===== src/logic/gac_pkg.sv =====
// How it works
// - bypass bit skips the extra clock-alignment stage
// - unsynchronized external counting continues in sleep, wakes
// - mode switches may drop or add one increment
// - count byte reads always return settled values
// - counter runs freely or under gate control
// - gate-enable bit selects gated mode
// - polarity bit picks gate active level
// - active gate lets counter step on clock edges
// - inactive gate holds the present count
// - two-bit select picks pin, aux wrap, comparators
// - aux wrap pulses on eight-bit rollover to zero
// - comparator gate inputs optionally synchronized
// - prescaler hidden, cleared by count byte writes
`default_nettype none
package gac_pkg;
   localparam int          DATA_W = 8;
   localparam int          ADDR_W = 3;
   localparam int          PSC_W  = 3;

   ////////////////////////////////////////////////////////////////////////
   // register offsets
   localparam logic [2:0]  OFS_CTRL   = 3'h0;
   localparam logic [2:0]  OFS_GATE   = 3'h1;
   localparam logic [2:0]  OFS_CNT_LO = 3'h2;
   localparam logic [2:0]  OFS_CNT_HI = 3'h3;
   localparam logic [2:0]  OFS_STATUS = 3'h4;
   localparam logic [2:0]  OFS_MASK   = 3'h5;
   localparam logic [2:0]  OFS_AUX    = 3'h6;
   localparam logic [2:0]  OFS_AUXCTL = 3'h7;

   ////////////////////////////////////////////////////////////////////////
   // counter_control_reg fields
   localparam int          CTL_ON     = 0;
   localparam int          CTL_EXT    = 1;
   localparam int          CTL_BYPASS = 2;
   localparam int          CTL_PSC_LO = 4;
   localparam int          CTL_PSC_HI = 5;
   // gate_control_reg fields
   localparam int          GCN_GSS_LO = 0;
   localparam int          GCN_GSS_HI = 1;
   localparam int          GCN_CSYNC  = 5;
   localparam int          GCN_POL    = 6;
   localparam int          GCN_GE     = 7;
   // status / mask fields
   localparam int          ST_OVF     = 0;
   localparam int          ST_AUX     = 1;
   localparam logic [7:0]  ST_USED    = 8'h03;
   // aux control field
   localparam int          AUX_EN     = 0;

   ////////////////////////////////////////////////////////////////////////
   // reset values and count maxima
   localparam logic [7:0]  RST_REG    = 8'h00;
   localparam logic [15:0] RST_COUNT  = 16'h0000;
   localparam logic [2:0]  RST_PSC    = 3'h0;
   localparam logic [7:0]  AUX_MAX    = 8'hFF;
   localparam logic [15:0] COUNT_MAX  = 16'hFFFF;

   typedef enum logic [1:0]
   {
      GAC_GSS_PIN  = 2'h0,
      GAC_GSS_AUX  = 2'h1,
      GAC_GSS_CMP1 = 2'h2,
      GAC_GSS_CMP2 = 2'h3
   } gac_gss_t;
endpackage : gac_pkg
`default_nettype wire

===== src/logic/gac_aux_timer.sv =====
`timescale 1ns/100ps
`default_nettype none
module gac_aux_timer
(
   input  wire logic       mclk,
   input  wire logic       rst_n,
   input  wire logic       enable,
   input  wire logic       load,
   input  wire logic [7:0] load_value,
   output var  logic [7:0] value,
   output var  logic       wrap
);
   ////////////////////////////////////////////////////////////////////////
   always_ff @(posedge mclk)
   begin
      if (!rst_n)
         value <= gac_pkg::RST_REG;
      else if (load)
         value <= load_value;
      else if (enable)
         value <= value + 8'h01;
   end

   // one-cycle pulse on the rollover; a load in that cycle suppresses it
   always_ff @(posedge mclk)
   begin
      if (!rst_n)
         wrap <= 1'b0;
      else
         wrap <= enable && !load && (value == gac_pkg::AUX_MAX);
   end
endmodule : gac_aux_timer
`default_nettype wire


===== src/logic/gac_counter.sv =====
`timescale 1ns/100ps
`default_nettype none
module gac_counter
#(
   parameter int COUNT_W = 16
)
(
   input  wire logic       mclk,
   input  wire logic       rst_n,
   input  wire logic [2:0] reg_addr,
   input  wire logic [7:0] reg_wdata,
   input  wire logic       reg_wr,
   input  wire logic       reg_rd,
   output var  logic [7:0] reg_rdata,
   input  wire logic       ext_clk_pin,
   input  wire logic       gate_pin,
   input  wire logic       comparator_one_output,
   input  wire logic       comparator_two_output,
   input  wire logic       sleep_mode,
   output var  logic       irq,
   output var  logic       wake_req
);
   generate
      if (COUNT_W != 2 * gac_pkg::DATA_W)
      begin : g_bad_width
         $error("count width must be two data bytes");
      end
   endgenerate

   ////////////////////////////////////////////////////////////////////////
   // functions
   function automatic logic [2:0] psc_limit(input logic [1:0] sel);
      logic [2:0] lim;
      lim = 3'h0;
      case (sel)
         2'h0:    lim = 3'h0;
         2'h1:    lim = 3'h1;
         2'h2:    lim = 3'h3;
         default: lim = 3'h7;
      endcase
      return lim;
   endfunction : psc_limit

   function automatic logic wr_hit(input logic       wr,
                                   input logic [2:0] a,
                                   input logic [2:0] ofs);
      return wr && (a == ofs);
   endfunction : wr_hit

   ////////////////////////////////////////////////////////////////////////
   // registers
   logic [7:0]         ctrl;
   logic [7:0]         gcon;
   logic [7:0]         status;
   logic [7:0]         mask;
   logic [7:0]         auxctl;
   logic [COUNT_W-1:0] count;
   logic [2:0]         psc;
   logic [7:0]         aux_value;
   logic               aux_timer_wrap;
   logic               cnt_wr_lo;
   logic               cnt_wr_hi;
   logic               cnt_wr;
   logic               aux_wr;

   assign cnt_wr_lo = wr_hit(reg_wr, reg_addr, gac_pkg::OFS_CNT_LO);
   assign cnt_wr_hi = wr_hit(reg_wr, reg_addr, gac_pkg::OFS_CNT_HI);
   assign cnt_wr    = cnt_wr_lo || cnt_wr_hi;
   assign aux_wr    = wr_hit(reg_wr, reg_addr, gac_pkg::OFS_AUX);

   logic               sync_bypass_bit;
   logic               ext_sel;
   logic               cnt_on;
   logic [1:0]         prescale_select;
   logic               gate_enable_bit;
   logic               gate_polarity_bit;
   logic               comp_sync_bit;
   gac_pkg::gac_gss_t  gate_source_select;

   assign cnt_on            = ctrl[gac_pkg::CTL_ON];
   assign ext_sel           = ctrl[gac_pkg::CTL_EXT];
   assign sync_bypass_bit   = ctrl[gac_pkg::CTL_BYPASS];
   assign prescale_select   = ctrl[gac_pkg::CTL_PSC_HI:gac_pkg::CTL_PSC_LO];
   assign gate_enable_bit   = gcon[gac_pkg::GCN_GE];
   assign gate_polarity_bit = gcon[gac_pkg::GCN_POL];
   assign comp_sync_bit     = gcon[gac_pkg::GCN_CSYNC];
   assign gate_source_select =
      gac_pkg::gac_gss_t'(gcon[gac_pkg::GCN_GSS_HI:gac_pkg::GCN_GSS_LO]);

   always_ff @(posedge mclk)
   begin
      if (!rst_n)
      begin
         ctrl   <= gac_pkg::RST_REG;
         gcon   <= gac_pkg::RST_REG;
         mask   <= gac_pkg::RST_REG;
         auxctl <= gac_pkg::RST_REG;
      end
      else if (reg_wr)
      begin
         case (reg_addr)
            gac_pkg::OFS_CTRL:   ctrl   <= reg_wdata;
            gac_pkg::OFS_GATE:   gcon   <= reg_wdata;
            gac_pkg::OFS_MASK:   mask   <= reg_wdata & gac_pkg::ST_USED;
            gac_pkg::OFS_AUXCTL: auxctl <= reg_wdata;
            default:             ;
         endcase
      end
   end

   ////////////////////////////////////////////////////////////////////////
   // pin synchronisers: first stage feeds only the second
   logic [1:0] pin_s1;
   logic [1:0] pin_s2;
   logic       ext_s3;
   logic       ext_s4;

   always_ff @(posedge mclk)
   begin
      if (!rst_n)
      begin
         pin_s1 <= 2'h0;
         pin_s2 <= 2'h0;
      end
      else
      begin
         pin_s1 <= {gate_pin, ext_clk_pin};
         pin_s2 <= pin_s1;
      end
   end

   // extra stage models alignment to the internal phase clocks
   always_ff @(posedge mclk)
   begin
      if (!rst_n)
      begin
         ext_s3 <= 1'b0;
         ext_s4 <= 1'b0;
      end
      else
      begin
         ext_s3 <= pin_s2[0];
         ext_s4 <= ext_s3;
      end
   end

   logic ext_rise_fast;
   logic ext_rise_slow;
   logic src_edge;
   assign ext_rise_fast = pin_s2[0] && !ext_s3;
   assign ext_rise_slow = ext_s3 && !ext_s4;
   // the two paths differ by one cycle, so a mode change can merge or
   // split an edge; accepted instead of a guard that stalls the count
   assign src_edge = !ext_sel        ? 1'b1          :
                     sync_bypass_bit ? ext_rise_fast :
                                       ext_rise_slow;

   ////////////////////////////////////////////////////////////////////////
   // comparator inputs come from on-chip logic; optional resync
   logic [1:0] cmp_s1;
   logic [1:0] cmp_s2;

   always_ff @(posedge mclk)
   begin
      if (!rst_n)
      begin
         cmp_s1 <= 2'h0;
         cmp_s2 <= 2'h0;
      end
      else
      begin
         cmp_s1 <= {comparator_two_output, comparator_one_output};
         cmp_s2 <= cmp_s1;
      end
   end

   logic c1_gate;
   logic c2_gate;
   logic gate_sig;
   logic gate_open;
   assign c1_gate = comp_sync_bit ? cmp_s2[0] : comparator_one_output;
   assign c2_gate = comp_sync_bit ? cmp_s2[1] : comparator_two_output;

   always_comb
   begin
      case (gate_source_select)
         gac_pkg::GAC_GSS_PIN:  gate_sig = pin_s2[1];
         gac_pkg::GAC_GSS_AUX:  gate_sig = aux_timer_wrap;
         gac_pkg::GAC_GSS_CMP1: gate_sig = c1_gate;
         gac_pkg::GAC_GSS_CMP2: gate_sig = c2_gate;
         default:               gate_sig = 1'b0;
      endcase
   end

   // free run unless gated; gated runs only at the chosen level
   assign gate_open = !gate_enable_bit ||
                      (gate_sig == gate_polarity_bit);

   ////////////////////////////////////////////////////////////////////////
   // counting
   logic run_ok;
   logic tick;
   logic inc;
   logic overflow;
   // only an unsynchronized external source keeps running in sleep
   assign run_ok   = !sleep_mode || (ext_sel && sync_bypass_bit);
   assign tick     = cnt_on && run_ok && gate_open && src_edge;
   assign inc      = tick && (psc == psc_limit(prescale_select));
   assign overflow = inc && !cnt_wr && (count == gac_pkg::COUNT_MAX);

   // prescaler has no address; any count byte write clears it
   always_ff @(posedge mclk)
   begin
      if (!rst_n)
         psc <= gac_pkg::RST_PSC;
      else if (cnt_wr)
         psc <= gac_pkg::RST_PSC;
      else if (inc)
         psc <= gac_pkg::RST_PSC;
      else if (tick)
         psc <= psc + 3'h1;
   end

   // a byte write wins over a coinciding increment
   always_ff @(posedge mclk)
   begin
      if (!rst_n)
         count <= gac_pkg::RST_COUNT;
      else if (cnt_wr_lo)
         count[7:0] <= reg_wdata;
      else if (cnt_wr_hi)
         count[15:8] <= reg_wdata;
      else if (inc)
         count <= count + 16'h0001;
   end

   gac_aux_timer u_aux
   (
      .mclk       (mclk),
      .rst_n      (rst_n),
      .enable     (auxctl[gac_pkg::AUX_EN]),
      .load       (aux_wr),
      .load_value (reg_wdata),
      .value      (aux_value),
      .wrap       (aux_timer_wrap)
   );

   ////////////////////////////////////////////////////////////////////////
   // interrupt status: set wins over write-one-to-clear
   logic [7:0] st_set;
   logic [7:0] st_clr;
   assign st_set = {6'h00, aux_timer_wrap, overflow};
   assign st_clr = wr_hit(reg_wr, reg_addr, gac_pkg::OFS_STATUS) ?
                   reg_wdata : 8'h00;

   always_ff @(posedge mclk)
   begin
      if (!rst_n)
         status <= gac_pkg::RST_REG;
      else
         status <= ((status & ~st_clr) | st_set) & gac_pkg::ST_USED;
   end
   logic next_irq;
   assign next_irq = |(((status & ~st_clr) | st_set) & mask);

   always_ff @(posedge mclk)
   begin
      if (!rst_n)
      begin
         irq      <= 1'b0;
         wake_req <= 1'b0;
      end
      else
      begin
         irq      <= next_irq;
         wake_req <= next_irq && sleep_mode;
      end
   end

   ////////////////////////////////////////////////////////////////////////
   // register reads: every byte is a settled mclk-domain value
   always_ff @(posedge mclk)
   begin
      if (!rst_n)
         reg_rdata <= gac_pkg::RST_REG;
      else if (reg_rd)
      begin
         case (reg_addr)
            gac_pkg::OFS_CTRL:   reg_rdata <= ctrl;
            gac_pkg::OFS_GATE:   reg_rdata <= gcon;
            gac_pkg::OFS_CNT_LO: reg_rdata <= count[7:0];
            gac_pkg::OFS_CNT_HI: reg_rdata <= count[15:8];
            gac_pkg::OFS_STATUS: reg_rdata <= status;
            gac_pkg::OFS_MASK:   reg_rdata <= mask;
            gac_pkg::OFS_AUX:    reg_rdata <= aux_value;
            default:             reg_rdata <= auxctl;
         endcase
      end
      else
         reg_rdata <= gac_pkg::RST_REG;
   end
endmodule : gac_counter
`default_nettype wire


===== config.mk =====
export PLATFORM = sky130hd
export DESIGN_NAME = gac_counter
export DESIGN_NICKNAME = d
export VERILOG_FILES = /design/src/logic/gac_pkg.sv /design/src/logic/gac_aux_timer.sv /design/src/logic/gac_counter.sv
export SDC_FILE = /design/constraint.sdc
export NUM_CORES = 1
export LEC_CHECK = 0
export ABC_AREA = 1
export CORE_MARGIN = 2
export CORE_UTILIZATION = 62
export DETAILED_ROUTE_END_ITERATION = 8
export DONT_BUFFER_PORTS = 1
export PLACE_DENSITY_LB_ADDON = 0.05
export SLEW_MARGIN = 20
export SYNTH_ARGS = -nofsm -noshare
export SYNTH_HDL_FRONTEND = slang
export SYNTH_SLANG_ARGS = --single-unit

===== constraint.sdc =====
create_clock -name mclk -period 4 [get_ports mclk]
set_clock_uncertainty 0.1 [all_clocks]
set_input_delay 0.8 -clock mclk [delete_from_list [all_inputs] [get_ports mclk]]
set_output_delay 0.8 -clock mclk [all_outputs]
set_load 0.05 [all_outputs]

==> out/results.txt <==
Post-synth EDFFs - 0
leading area contributor after synthesis - dfxtp_1
register bit total from synthesis - 76
flop-to-flop setup slack - 2000 ps
die area - 7010 sq um
setup TNS - 0 ps
via count - 3509
unrepaired setup endpoints after global routing - no
DP Area - 3920 sq um
Worst setup EP type - register
area grow syn2layout - 4.86%
pin count of the biggest net entering global routing - 62
CP Class - register to register
hold buffers post-CTS - 0
Max Root-Sink Buffers - 2
# diodes - 0
Crit path max-delay family - simple AND/OR/NAND/NOR gates
CTS buffer count - 9
distinct cell type count after synthesis - 40
hpwl dp - 7120 um
CTS tree - done
Total GRT Usage - 29.2%
Worst Tran Pin Value - 517 ps
share of the synthesized area in the top cell type - 38.6%
routing usage on met1 - 39.4%
Mean Syn Cell Area - 7.25 sq um
global-route congestion overflow total - 0
startpoint types - register
Crit path buffers/inverters - 1
hold path endpoint - cmp_s2[1]
Flop pwr share - 52.1%
FF-to-FF path depth - 11
Ports - 30
drt via density - 5.66
initial antenna violation count - 0
Antenna Nets Post-Route - 0
Worst slew margin - 65.5%
Synthesized Nets - 566
async set-reset flop share out of synthesis - 0%
Worst path max stage delay - 440 ps
synthesized instance count - 543
placed cells - 604
Worst Hold Class - register to register
Gate power share - 8.4%
Top FF cell, synth - dfxtp_1
critical-path maximum fanout - 5
sw frac - 26.3%
GRT met3 Usage - 6.63%
Final WS setup - 2000 ps
Clock Power Share - 39.6%
# Post-CTS Setup Buffers - 0
CTS root buf - clkbuf_8
hold depth - 2
pre-CTS setup slack - 1900 ps
GPL Wtd Cong - 0.969
net switching power - 410 uW
GR met2 Demand/Resource - 44.7%
clock tree sinks - 76
Max Freq - 501 MHz
min-delay src - cmp_s1[1]
max cap viols - 0
# resized after CTS - 0
number of global-route vias before repair - 3253
Worst R2R Start - count[0]
register area share after synthesis - 38.6%
Nets - 561
first-pass GRT wire length - 15900 um
Power Dens Cells - 377 nW/um^2
Starting Density - 63.1%
Leak - 0.00169 uW
layout cells sized above 1 - 13.1%
Post-Synthesis Cell Area - 3940 sq um
DR iter-0 viols - 300
fin crit period - 2000 ps
Rows - 29
Final Hold Viols - 0
YS warnings - 0
Clock transition at path regs - 80 ps
core area - 6240 sq um
Final Max Tran Viols - 0
CP arrival - 2190 ps
Final Instance Area - 4130 sq um
Internal - 1150 uW
PortBufs - 0
Pre-Repair DR Iteration Count - 5
final WL - 9710 um
Reg-to-Reg End - wake_req
Die Wd - 83.7 um
Synth area leaders - dfxtp_1 39%, nand2_1 8.1%, inv_1 6.9%, a21oi_1 6.4%, nor2_1 5.1%
maximum VDD drop - 276 uV
DRC errors left - 0
Worst-Skew Late Latency - 360 ps
post-layout power - 1560 uW
status - finished clean
Critical-path top delay cell - dfxtp_1
Top Usage Layer GRT - met2
Die Y - 83.7 um
H-tree levels - 3
Worst Path Required - 4190 ps
Period Utilization, post-route - 49.9%
Final setup viols - 0
Layout Cells excl Fill - 620
drt wl/cell - 15.7 um
CP dominant cell by count - nand3_2
worst-path cell chain - ha_1 > nand2_2 > inv_2 > nand3_4 > nor2_4 > nand3_2 > nor2_4 > nand3_2 > o21bai_2 > nand3_2 > a21oi_2
==> stage by stage <==
stage / hold slack [ps] / utilization [%]
4_1_cts: 315 / 66.2
3_3_place_gp: 293 / 62.8
3_5_place_dp: 300 / 62.8
2_1_floorplan: 290 / -
6_report: 315 / 66.2
5_1_grt: 333 / 66.2
==> cells in the mapped netlist, types with 3 or more instances <==
cell type and instances:
a21oi_1 50, a21oi_2 5, a221oi_1 5, a31oi_1 4, buf_2 6, buf_6 5
clkbuf_1 4, dfxtp_1 76, ha_1 3, inv_1 72, inv_2 13, nand2_1 85
nand2_2 12, nand2_4 3, nand3_1 19, nand3_2 5, nand3_4 3, nand4_1 4
nor2_1 53, nor2_2 4, nor2_4 4, nor3_1 4, nor4_1 3, o211ai_1 3
o21ai_0 39, o21ai_1 24, o22ai_1 14, xor2_1 5
==> cells by family after synthesis <==
kind of cell	share of synthesized area [%]
flip-flops	38.6
AO/OA/AOI/OAI	21.7
XOR/XNOR	1.56
AND/OR/NAND/NOR	25.8
adder cells (fa/ha/maj)	0.953
buffers and inverters	11.4
==> how the worst max path moves through the flow <==
stage | from | endpoint | slack [ps] | cells past startpoint
floorplan | reg_addr[2] | count[13] | 1990 | 10
global placement | reg_addr[1] | wake_req | 1910 | 7
detailed placement | reg_addr[0] | gcon[6] | 1900 | 7
CTS | count[0] | wake_req | 2000 | 11
global route | count[0] | count[12] | 1810 | 12
finish | count[0] | wake_req | 2000 | 11
==> routing by layer <==
metal | part of all wire (%) | up-vias
met1 | 44 | 1585
met3 | 8.5 | 26
li1 | - | 1774
met5 | 0 | -
met2 | 44 | 124
met4 | 3.2 | 0
==> cell type report <==
type	count	area, sq um
clock buffer	11	151
clock inverter	5	58.8
fill	590	2110
inverter	87	334
multi-input combinational	364	1970
sequential	76	1520
tap	77	96.3
==> power groups by stage <==
| stage | logic [uW] | clock network [uW] | registers (uW) |
|---|---|---|---|
| final | 130 | 617 | 812 |
| after global routing | 148 | 655 | 815 |
| after CTS | 129 | 625 | 811 |
| after detailed placement | 129 | 0 | 829 |
| after global placement | 127 | 0 | 829 |
| after floorplan | 118 | 0 | 822 |
==> worst register-to-register path, cell delays in order, from the launching register on <==
cell and delay [ps]:
dfxtp_1 440, ha_1 240, nand2_2 90, inv_2 90, nand3_4 80, nor2_4 150
nand3_2 140, nor2_4 120, nand3_2 70, o21bai_2 210, nand3_2 110, a21oi_2 130
==> flip-flops by register name, summed over array words and instances (netlist names), 2 cells and up <==
register,flops
auxctl,8
cmp_s1,2
cmp_s2,2
count,16
ctrl,8
gcon,8
mask,2
pin_s1,2
pin_s2,2
psc,3
reg_rdata,8
status,2
u_aux.value,8
==> cell usage in the layout, fill, tap and decap left out, types with 5 or more instances in the layout <==
cell type and count:
nand2_1 85, clkbuf_8 11, xor2_1 5, a221oi_1 5, nand3_1 19, nand3_2 5
inv_2 13, dfxtp_1 76, a21oi_1 50, nand2_2 12, o22ai_1 14, o21ai_1 24
nor2_1 53, a21oi_2 5, o21ai_0 39, inv_1 72
Note: power is estimated with default switching activity, not from simulation.
